[config.mk]
export PLATFORM = sky130hd
export DESIGN_NAME = obcd_option_loader
export DESIGN_NICKNAME = d
export VERILOG_FILES = /design/src/verilog/obcd_pkg.sv /design/src/verilog/obcd_cells.sv /design/src/verilog/obcd_decode.sv /design/src/verilog/obcd_option_loader.sv
export SDC_FILE = /design/constraint.sdc
export NUM_CORES = 1
export LEC_CHECK = 0
export ABC_AREA = 1
export BUFFER_PORTS_ARGS = -buffer_cell sky130_fd_sc_hd__buf_2
export CORE_UTILIZATION = 40
export DETAILED_ROUTE_END_ITERATION = 7
export PLACE_DENSITY = 0.79
export SLEW_MARGIN = 40
export SYNTH_ARGS = -nofsm -noshare
export SYNTH_HDL_FRONTEND = slang
export SYNTH_SLANG_ARGS = --single-unit
export TNS_END_PERCENT = 100
[constraint.sdc]
create_clock -name CLK -period 1.4 [get_ports CLK]
set_input_delay 0.21 -clock CLK [delete_from_list [all_inputs] [get_ports CLK]]
set_output_delay 0.21 -clock CLK [all_outputs]
set_load 0.1 [all_outputs]
[src/verilog/obcd_pkg.sv]
// Purpose: Shared constants and types for the option byte configuration decoder.
// Assumes: Two 8-bit static option bytes, APB register access, 20 MHz CLK.
// Notes:   Every offset, field position, option byte reset value and cycle count lives here.

package obcd_pkg;

   // ************************************************************
   // Bus map
   // ************************************************************
   localparam logic [7:0] ADDR_CTRL   = 8'h00;
   localparam logic [7:0] ADDR_BYTE0  = 8'h04;
   localparam logic [7:0] ADDR_BYTE1  = 8'h08;
   localparam logic [7:0] ADDR_STATUS = 8'h0c;
   localparam int         CTRL_ERASE  = 0;

   localparam int STAT_LOADED  = 0;
   localparam int STAT_PROG    = 1;
   localparam int STAT_BUSY    = 2;
   localparam int STAT_PROTECT = 3;
   localparam int STAT_BYTE0   = 8;
   localparam int STAT_BYTE1   = 16;

   // ************************************************************
   // Option byte layout
   // ************************************************************
   localparam int B0_HALT_RST = 7;
   localparam int B0_DOG_SW   = 6;
   localparam int B0_VD_HI    = 4;
   localparam int B0_VD_LO    = 3;
   localparam int B0_PKG_LOW  = 1;
   localparam int B0_PROTECT  = 0;
   localparam int B1_PKG_HIGH = 7;
   localparam int B1_RESET_PHASE_LENGTH_SEL     = 6;
   localparam int B1_OSC_HI   = 5;
   localparam int B1_OSC_LO   = 4;
   localparam int B1_RANGE_HI = 3;
   localparam int B1_RANGE_LO = 1;
   localparam int B1_DBL_OFF  = 0;

   // Erased cells read all ones; delivered parts carry the shipping pattern.
   localparam logic [7:0] ERASED_BYTE = 8'hff;
   localparam logic [7:0] SHIP_BYTE0  = 8'he7;
   localparam logic [7:0] SHIP_BYTE1  = 8'hef;

   localparam logic [1:0] VD_OFF      = 2'h3;
   localparam logic [1:0] OSC_RES     = 2'h0;
   localparam logic [1:0] OSC_RC      = 2'h2;
   localparam logic [2:0] RANGE_2_4   = 3'h1;

   localparam logic [12:0] RESET_CYCLES_LONG  = 13'h1000;
   localparam logic [12:0] RESET_CYCLES_SHORT = 13'h0100;

   // ************************************************************
   // Types
   // ************************************************************
   typedef enum logic [1:0] {
      ST_LOAD      = 2'b00,
      ST_IDLE      = 2'b01,
      ST_WIPE_USER = 2'b11,
      ST_WIPE_OPT  = 2'b10
   } obcd_state_type;

   typedef struct packed {
      logic        halt_reset_when_dog_active;
      logic        dog_software_select;
      logic        dog_always_on;
      logic [1:0]  voltage_detect_threshold;
      logic        low_supply_reset_detector;
      logic        auxiliary_supply_detector;
      logic        readout_protect;
      logic        package_sel_high;
      logic [12:0] reset_phase_cycles;
      logic [1:0]  clock_source_type;
      logic [2:0]  clock_freq_range;
      logic        doubler_enable;
   } obcd_options_type;

   typedef struct packed {
      logic [7:0] byte0;
      logic [7:0] byte1;
   } obcd_bytes_type;

endpackage : obcd_pkg

[src/verilog/obcd_cells.sv]
// Purpose: Non-volatile storage of the two option bytes.
// Assumes: NPOR only models first power-up of a fresh part.
// Notes:   A mask-coded build has no writable cells at all.

`timescale 1ns/1ps

module obcd_cells #(
   parameter bit         MASK_CODED = 1'b0,
   parameter logic [7:0] MASK_BYTE0 = obcd_pkg::SHIP_BYTE0,
   parameter logic [7:0] MASK_BYTE1 = obcd_pkg::SHIP_BYTE1
) (
   input  wire logic                     clk,      // Main clock.
   input  wire logic                     npor,     // Power-on state of a fresh part.
   input  wire logic                     wr_en,    // Write one cell.
   input  wire logic                     wr_sel,   // Cell index.
   input  wire logic [7:0]               wr_data,  // Write value.
   input  wire logic                     erase,    // Erase both cells.
   output obcd_pkg::obcd_bytes_type      cells     // Stored bytes.
);

   obcd_pkg::obcd_bytes_type store;
   obcd_pkg::obcd_bytes_type next_store;

   always_comb begin
      next_store = store;
      if (erase) begin
         next_store.byte0 = obcd_pkg::ERASED_BYTE;
         next_store.byte1 = obcd_pkg::ERASED_BYTE;
      end else if (wr_en && !wr_sel) begin
         next_store.byte0 = wr_data;
      end else if (wr_en) begin
         next_store.byte1 = wr_data;
      end
   end

   always_ff @(posedge clk or negedge npor) begin
      if (!npor) begin
         store <= {obcd_pkg::SHIP_BYTE0, obcd_pkg::SHIP_BYTE1};
      end else begin
         store <= next_store;
      end
   end

   assign cells = MASK_CODED ? {MASK_BYTE0, MASK_BYTE1} : store;

endmodule : obcd_cells

[src/verilog/obcd_decode.sv]
// Purpose: Turns two raw option bytes into named hardware options.
// Assumes: Purely combinational; the caller registers the result.
// Notes:   The package selection low bit is deliberately ignored.

`timescale 1ns/1ps

module obcd_decode #(
   parameter bit MASK_CODED = 1'b0
) (
   input  obcd_pkg::obcd_bytes_type   raw,   // Latched option bytes.
   output obcd_pkg::obcd_options_type opt    // Decoded options.
);

   always_comb begin
      opt = '0;
      opt.halt_reset_when_dog_active = raw.byte0[obcd_pkg::B0_HALT_RST];
      opt.dog_software_select = raw.byte0[obcd_pkg::B0_DOG_SW];
      opt.dog_always_on       = !raw.byte0[obcd_pkg::B0_DOG_SW];
      opt.voltage_detect_threshold  = raw.byte0[obcd_pkg::B0_VD_HI:obcd_pkg::B0_VD_LO];
      opt.low_supply_reset_detector = opt.voltage_detect_threshold != obcd_pkg::VD_OFF;
      opt.auxiliary_supply_detector = opt.voltage_detect_threshold != obcd_pkg::VD_OFF;
      opt.readout_protect = MASK_CODED ? raw.byte0[obcd_pkg::B0_PROTECT] : !raw.byte0[obcd_pkg::B0_PROTECT];
      opt.package_sel_high = raw.byte1[obcd_pkg::B1_PKG_HIGH];
      opt.reset_phase_cycles = raw.byte1[obcd_pkg::B1_RESET_PHASE_LENGTH_SEL] ? obcd_pkg::RESET_CYCLES_SHORT
                                                              : obcd_pkg::RESET_CYCLES_LONG;
      opt.clock_source_type = raw.byte1[obcd_pkg::B1_OSC_HI:obcd_pkg::B1_OSC_LO];
      opt.clock_freq_range = raw.byte1[obcd_pkg::B1_RANGE_HI:obcd_pkg::B1_RANGE_LO];
      opt.doubler_enable = !raw.byte1[obcd_pkg::B1_DBL_OFF];
   end

endmodule : obcd_decode

[src/verilog/obcd_option_loader.sv]
// Purpose: Option byte store, reset-time loader and decoder with APB access.
// Assumes: PROG_MODE and USER_ERASE_DONE are asynchronous pins.
// Notes:   Decoded outputs change only on the load that follows each reset.
//
// Summary of operation
// - Option bytes unmapped, accessible in programming only
// - Erased option byte reads all ones
// - Delivered parts select internal RC clock
// - Mask variant values fixed in hardware
// - Byte0 bit7 chooses reset on halt
// - Byte0 bit6 picks hardware or software watchdog
// - Byte0 bits4:3 set detector thresholds
// - Package low bit has no effect
// - Protect bit zero blocks read and write
// - Protected erase wipes user memory first
// - Byte1 bit7 selects package bonding
// - Unbonded pads forced pulled-up inputs after reset
// - Byte1 bit6 picks 4096 or 256 cycles
// - Byte1 bits5:4 choose main clock source
// - Byte1 bits3:1 choose frequency range
// - Byte1 bit0 low enables clock doubler
// - Protect polarity inverted between mask and flash

`timescale 1ns/1ps

module obcd_option_loader #(
   parameter bit         MASK_CODED  = 1'b0,
   parameter logic [7:0] MASK_BYTE0  = obcd_pkg::SHIP_BYTE0,
   parameter logic [7:0] MASK_BYTE1  = obcd_pkg::SHIP_BYTE1,
   parameter logic [7:0] UNBONDED_P1 = 8'h00,
   parameter logic [7:0] UNBONDED_P0 = 8'h00
) (
   input  wire logic                 CLK,               // Main CPU clock.
   input  wire logic                 NRST,              // System reset, active low.
   input  wire logic                 NPOR,              // Power-on of a fresh part, active low.
   input  wire logic                 PSEL,              // APB select.
   input  wire logic                 PENABLE,           // APB access phase.
   input  wire logic                 PWRITE,            // APB direction.
   input  wire logic [7:0]           PADDR,             // APB byte address.
   input  wire logic [31:0]          PWDATA,            // APB write data.
   output logic                      PREADY,            // APB ready.
   output logic [31:0]               PRDATA,            // APB read data.
   output logic                      PSLVERR,           // APB error.
   input  wire logic                 PROG_MODE,         // Programming mode pin.
   output logic                      USER_ERASE_REQ,    // Request to wipe user memory.
   input  wire logic                 USER_ERASE_DONE,   // User memory wipe finished.
   output obcd_pkg::obcd_options_type OPTIONS,          // Decoded options.
   output logic                      READ_BLOCK,        // Program memory read-out blocked.
   output logic                      WRITE_BLOCK,       // Program memory writes blocked.
   output logic [7:0]                PAD_PULLUP_FORCE,  // Pads held as pulled-up inputs.
   output logic                      LOADED             // Options valid.
);

   // ************************************************************
   // Pin synchronisers
   // ************************************************************
   logic [1:0] prog_sync;
   logic [1:0] done_sync;
   logic [1:0] next_prog_sync;
   logic [1:0] next_done_sync;

   logic       prog;
   logic       done;

   // Logic reads only the second stage.
   always_comb begin
      next_prog_sync = {prog_sync[0], PROG_MODE};
      next_done_sync = {done_sync[0], USER_ERASE_DONE};
   end

   always_ff @(posedge CLK or negedge NRST) begin
      if (!NRST) begin
         prog_sync <= 2'h0;
         done_sync <= 2'h0;
      end else begin
         prog_sync <= next_prog_sync;
         done_sync <= next_done_sync;
      end
   end

   assign prog = prog_sync[1];
   assign done = done_sync[1];

   // ************************************************************
   // Storage and decode
   // ************************************************************
   obcd_pkg::obcd_bytes_type   cells;
   obcd_pkg::obcd_bytes_type   latch;
   obcd_pkg::obcd_bytes_type   next_latch;
   obcd_pkg::obcd_options_type decoded;
   obcd_pkg::obcd_options_type next_options;
   obcd_pkg::obcd_state_type   state;
   obcd_pkg::obcd_state_type   next_state;

   // Cell controls and next values.
   logic                       cell_wr;
   logic                       cell_sel;
   logic                       cell_erase;
   logic                       next_loaded;
   logic                       next_erase_req;
   logic [7:0]                 next_pads;

   obcd_cells #(
      .MASK_CODED (MASK_CODED),
      .MASK_BYTE0 (MASK_BYTE0),
      .MASK_BYTE1 (MASK_BYTE1)
   ) u_cells (
      .clk     (CLK),
      .npor    (NPOR),
      .wr_en   (cell_wr),
      .wr_sel  (cell_sel),
      .wr_data (PWDATA[7:0]),
      .erase   (cell_erase),
      .cells   (cells)
   );

   obcd_decode #(
      .MASK_CODED (MASK_CODED)
   ) u_decode (
      .raw (latch),
      .opt (decoded)
   );

   // ************************************************************
   // APB decode
   // ************************************************************
   logic access;
   logic hit_ctrl;
   logic hit_b0;
   logic hit_b1;
   logic hit_stat;
   logic cell_ok;
   logic bad;

   // Exact match only, so cells never alias.
   function automatic logic addr_is(input logic [7:0] addr, input logic [7:0] offset);
      return addr == offset;
   endfunction : addr_is

   assign access   = PSEL && PENABLE;
   assign hit_ctrl = addr_is(PADDR, obcd_pkg::ADDR_CTRL);
   assign hit_b0   = addr_is(PADDR, obcd_pkg::ADDR_BYTE0);
   assign hit_b1   = addr_is(PADDR, obcd_pkg::ADDR_BYTE1);
   assign hit_stat = addr_is(PADDR, obcd_pkg::ADDR_STATUS);
   assign cell_ok  = prog && (state == obcd_pkg::ST_IDLE);

   always_comb begin
      bad = 1'b0;
      if (hit_b0 || hit_b1) begin
         bad = !cell_ok || (PWRITE && MASK_CODED);
      end else if (hit_ctrl) begin
         // Harmless unless erase is asked.
         bad = PWRITE && PWDATA[obcd_pkg::CTRL_ERASE] && (!cell_ok || MASK_CODED);
      end else if (hit_stat) begin
         // Status is read-only.
         bad = PWRITE;
      end else begin
         bad = 1'b1;
      end
   end

   // No wait states are ever inserted.
   assign PREADY  = 1'b1;
   assign PSLVERR = access && bad;

   logic [31:0] next_rdata;
   logic [31:0] rdata;

   always_comb begin
      next_rdata = 32'h0000_0000;
      if (PSEL && !PENABLE && !PWRITE) begin
         if (hit_b0 && cell_ok) begin
            next_rdata = {24'h00_0000, cells.byte0};
         end else if (hit_b1 && cell_ok) begin
            next_rdata = {24'h00_0000, cells.byte1};
         end else if (hit_stat) begin
            // Reports the latch, not the cells.
            next_rdata[obcd_pkg::STAT_LOADED]  = LOADED;
            next_rdata[obcd_pkg::STAT_PROG]    = prog;
            next_rdata[obcd_pkg::STAT_BUSY]    = state[1];
            next_rdata[obcd_pkg::STAT_PROTECT] = OPTIONS.readout_protect;
            next_rdata[obcd_pkg::STAT_BYTE0 +: 8] = latch.byte0;
            next_rdata[obcd_pkg::STAT_BYTE1 +: 8] = latch.byte1;
         end
      end
   end

   // Read data is captured in setup so that the zero-wait access returns it.
   always_ff @(posedge CLK or negedge NRST) begin
      if (!NRST) begin
         rdata <= 32'h0000_0000;
      end else begin
         rdata <= next_rdata;
      end
   end

   assign PRDATA = rdata;

   // ************************************************************
   // Load and erase sequencer
   // ************************************************************
   logic erase_cmd;

   assign erase_cmd = access && PWRITE && hit_ctrl && !bad && PWDATA[obcd_pkg::CTRL_ERASE];
   // Refused accesses never reach the cells.
   assign cell_wr   = access && PWRITE && (hit_b0 || hit_b1) && !bad;
   assign cell_sel  = hit_b1;

   always_comb begin
      next_state     = state;
      next_latch     = latch;
      next_loaded    = LOADED;
      next_erase_req = 1'b0;
      cell_erase     = 1'b0;
      case (state)
         obcd_pkg::ST_LOAD: begin
            // latch at reset
            // Later cell writes wait for the next reset.
            next_latch  = cells;
            next_loaded = 1'b1;
            next_state  = obcd_pkg::ST_IDLE;
         end
         obcd_pkg::ST_IDLE: begin
            // The latch decides, so a rewrite cannot dodge the wipe.
            if (erase_cmd && decoded.readout_protect) begin
               next_state     = obcd_pkg::ST_WIPE_USER;
               next_erase_req = 1'b1;
            end else if (erase_cmd) begin
               next_state = obcd_pkg::ST_WIPE_OPT;
            end
         end
         obcd_pkg::ST_WIPE_USER: begin
            // user memory first
            // Done must be held until the request falls.
            next_erase_req = !done;
            if (done) begin
               next_state = obcd_pkg::ST_WIPE_OPT;
            end
         end
         obcd_pkg::ST_WIPE_OPT: begin
            cell_erase = 1'b1;
            next_state = obcd_pkg::ST_IDLE;
         end
         default: begin
            next_state = obcd_pkg::ST_LOAD;
         end
      endcase
   end

   // The latch holds all ones during reset, which is the safest option set.
   always_ff @(posedge CLK or negedge NRST) begin
      if (!NRST) begin
         state          <= obcd_pkg::ST_LOAD;
         latch          <= {obcd_pkg::ERASED_BYTE, obcd_pkg::ERASED_BYTE};
         LOADED         <= 1'b0;
         USER_ERASE_REQ <= 1'b0;
      end else begin
         state          <= next_state;
         latch          <= next_latch;
         LOADED         <= next_loaded;
         USER_ERASE_REQ <= next_erase_req;
      end
   end

   // ************************************************************
   // Registered option outputs
   // ************************************************************
   logic next_rblock;
   logic next_wblock;

   always_comb begin
      next_options = decoded;
      next_rblock  = decoded.readout_protect;
      next_wblock  = decoded.readout_protect;

      next_pads    = decoded.package_sel_high ? UNBONDED_P1 : UNBONDED_P0;
   end

   // Outputs are not gated by LOADED: the one-cycle erased default is harmless.
   always_ff @(posedge CLK or negedge NRST) begin
      if (!NRST) begin
         OPTIONS          <= '0;
         READ_BLOCK       <= 1'b1;
         WRITE_BLOCK      <= 1'b1;
         PAD_PULLUP_FORCE <= 8'hff;
      end else begin
         OPTIONS          <= next_options;
         READ_BLOCK       <= next_rblock;
         WRITE_BLOCK      <= next_wblock;
         PAD_PULLUP_FORCE <= next_pads;
      end
   end

endmodule : obcd_option_loader

==> impl_results.md <==
- Compound-Gate Fraction of Synth Area: 0.0529
- Hold slack: 0.163 ns
- Via count: 2493
- Setup ws final: -0.114 ns
- Max frequency: between 0.6 and 0.7 GHz
- GP Congestion: roughly 0.81
- Multi-input gate area: around 1100 um^2
- Initial core utilization: 0.419
- Final setup vio count: 9
- Mapped Area: roughly 3500 um^2
- Mean Syn Cell Area: ~10 um^2
- Post-synth top cells: nand2_1 (77), dfrtp_1 (51), inv_1 (41)
- Die area: roughly 9000 um^2
- Core Box Area: just over 8000 um^2
- H-tree depth: 3
- Number of port buffers: between 70 and 80
- Area Overhead vs Synth: 31.6%
- Largest fanout on the critical path: 8
- Share of layout cells above drive strength 1: 0.440
- Worst Hold Class: input pin to flip-flop
- Top_reg_cell synth: dfrtp_1
- Area contributors post-synth: dfrtp_1 (37%), dfstp_2 (23%), nand2_1 (8.3%), buf_4 (6.3%), inv_1 (4.4%)
- Clk root buf: clkbuf_8
- RSZ-0062 raised after global routing: yes
- Register area: roughly 2100 um^2
- Initial antenna violation count: 0
- Slowest stage delay, CP: ~0.75 ns
- Hold violation count in the final report: 0
- Post-Synthesis Cells: 342
- Placed Cells: 524
- Register area share after synthesis: 0.601
- Post-Synth Adder-Cell Area: 0
- CP delay by family, top: flip-flops
- First-pass GRT wire length: approximately 11000 um
- Worst EP arrival: 1.30 ns
- Period utilisation layout: 1.08
- Failing checks: setup timing
- Routed wire length per instance: between 10 and 15 um
- P_leak: around 2.3 nW
- Worst-path clk slew: 0.08 ns
- Worst VDD drop: approximately 0.96 mV
- Post-synth top area share: 0.367
- Cell Rows: 33
- Top-level I/O count: around 120
- Cell taking the most area after synthesis: dfrtp_1
- M1 wire length: slightly below 3000 um
- DP HPWL: around 5000 um
- Xor-xnor portion of the synthesized cell area: 0
- CP Capture Type: output pin
- Fin Setup TNS: -0.988 ns
- Largest net degree at the start of global routing: between 50 and 60
- Synthesis-stage register bit count: 82
- Critical path, cell by cell: buf_12
- Startpoint Class: flip-flop
- Worst Path Buf+Inv: 1
- Post-detailed-route count of antenna-violating nets: 0
- Non-Filler Instances: 550
- Post-synth EDFFs: 0
- Clock latency on the worst-skew pair: ~0.34 ns
- Final min period: about 1.5 ns
- Simple-gate share of the synthesized area: 0.223
- Outcome: finished with violations
- Avg Vias per Cell: roughly 4.5
- CTS tree: done
- Post-route DRC: 0
- Mux cell area share after synthesis: 0
- CTS Buf Count: 9
- Most numerous cell in the Yosys netlist: nand2_1
- WL met2: ~3200 um
- Slowest CP cell: dfstp_4
- Worst path required time: ~1.2 ns
- DR top layer: met4
- Worst clock skew: roughly 0.0074 ns
- Layout net count: 488
- WL final: about 6700 um
- Die W: ~95 um
- Met3 routed WL: approximately 450 um
- Ys Warns: 0
- Critical setup path kind: flip-flop to output pin
- Async set-reset flop share out of synthesis: 1.00
- Slew Viols, Final: 0
- Fill cells: 721
- CTS max path bufs: 2
- Overflow after GRT: 0
- Pwr dens: 2030 nW/um^2
- Die Y: ~95 um
- Largest family of logic cells by synthesized area: simple AND/OR/NAND/NOR gates
- Max_cap viols: 0
- TritonRoute pass-1 iters: 4
- GRT Util Overall: 0.164
- Distinct cells, synth: 27
- First DRT Iteration DRCs: approximately 120
- CTS sink count: just over 80
- Vias in the first global route: between 2000 and 2500
- ANT cells: 0
layout by cell type, fill, tap and decap left out, types with 2 or more instances in the layout:
master	synthesis	routed
nand2_2	4	2
buf_2	1	65
buf_12	0	14
a21oi_4	1	2
nand3_1	26	23
inv_2	4	4
a21oi_2	0	2
dfrtp_2	0	2
dfrtp_1	51	49
nand2_4	5	6
clkbuf_8	0	11
o211ai_1	5	5
dlygate4sd3_1	0	4
inv_1	41	37
dfstp_2	31	29
nand3_2	0	2
nor3_2	11	13
conb_1	2	21
clkinvlp_4	0	2
nor3_1	7	5
nor2_4	0	4
a21oi_1	7	4
buf_6	1	2
nand2_8	0	2
nand2_1	77	76
nor2_1	4	4
nand4_4	2	2
dfstp_4	0	2
inv_4	0	3
o21ai_0	19	19
buf_4	29	18
state kept, by name, indices dropped and copies added (netlist names):
| register | flops |
|---|---|
| latch | 16 |
| done_sync | 2 |
| PRDATA | 24 |
| prog_sync | 2 |
| u_cells.cells | 16 |
| state | 2 |
| USER_ERASE_REQ | 1 |
| OPTIONS | 16 |
| PAD_PULLUP_FORCE | 1 |
| LOADED | 1 |
| WRITE_BLOCK | 1 |
area by class of cell:
type	count	area share
Clock inverter	5	0.0131
Sequential cell	82	0.459
Inverter	45	0.0394
Tap cell	105	0.0287
Clock buffer	11	0.0331
Multi-Input combinational cell	198	0.250
Timing Repair Buffer	104	0.177
stage by stage:
step                      utilization  power (mW)  area, um^2  setup WS (ns)
after global routing            0.552        9.76        4580         -0.167
after floorplan                     -        6.77        3600         -0.127
after global placement          0.505        7.43        4190         -0.111
after CTS                       0.542        9.33        4500         -0.142
after detailed placement        0.505        7.55        4190         -0.179
final                           0.552        9.30        4580         -0.114
cells by family (layout without fill, tap and decap cells):
family / Yosys count / count (layout)
compound gates: 32 / 32
buf+inv: 81 / 165
flops: 82 / 82
simple gates: 145 / 145
other cells: 2 / 21
routing by layer:
metal,up-vias,GRT usage
met4,0,0.0720
li1,1223,-
met2,99,0.265
met3,10,0.0423
met5,-,0
met1,1161,0.208
power by group:
group	internal, mW	switching, mW
clock	0.927	0.820
sequential	3.40	0.439
combinational	0.670	3.04
total	5.00	4.30
final timing paths:
| path | start | to | slack [ns] | cells past startpoint |
|---|---|---|---|---|
| max in group asynchronous | NRST | latch[5] | 0.45 | 3 |
| min | PWDATA[3] | u_cells.cells[3] | 0.16 | 5 |
| min in group asynchronous | NPOR | u_cells.cells[12] | 0.31 | 2 |
| min reg2reg | done_sync[0] | done_sync[1] | 0.35 | 0 |
| max | PAD_PULLUP_FORCE[6] | PAD_PULLUP_FORCE[7] | -0.11 | 1 |
| max reg2reg | state[1] | USER_ERASE_REQ | 0.07 | 8 |
what timing repair did:
| item | CTS | global route |
|---|---|---|
| hold buffers | 4 | 0 |
| buffers inserted | 3 | 3 |
| resized for setup | 5 | 14 |
| endpoints found under the setup margin | 38 | 50 |
| pin swaps | 3 | 3 |
| endpoints found under the hold margin | 18 | 0 |
(Power assumes the default switching activity.)
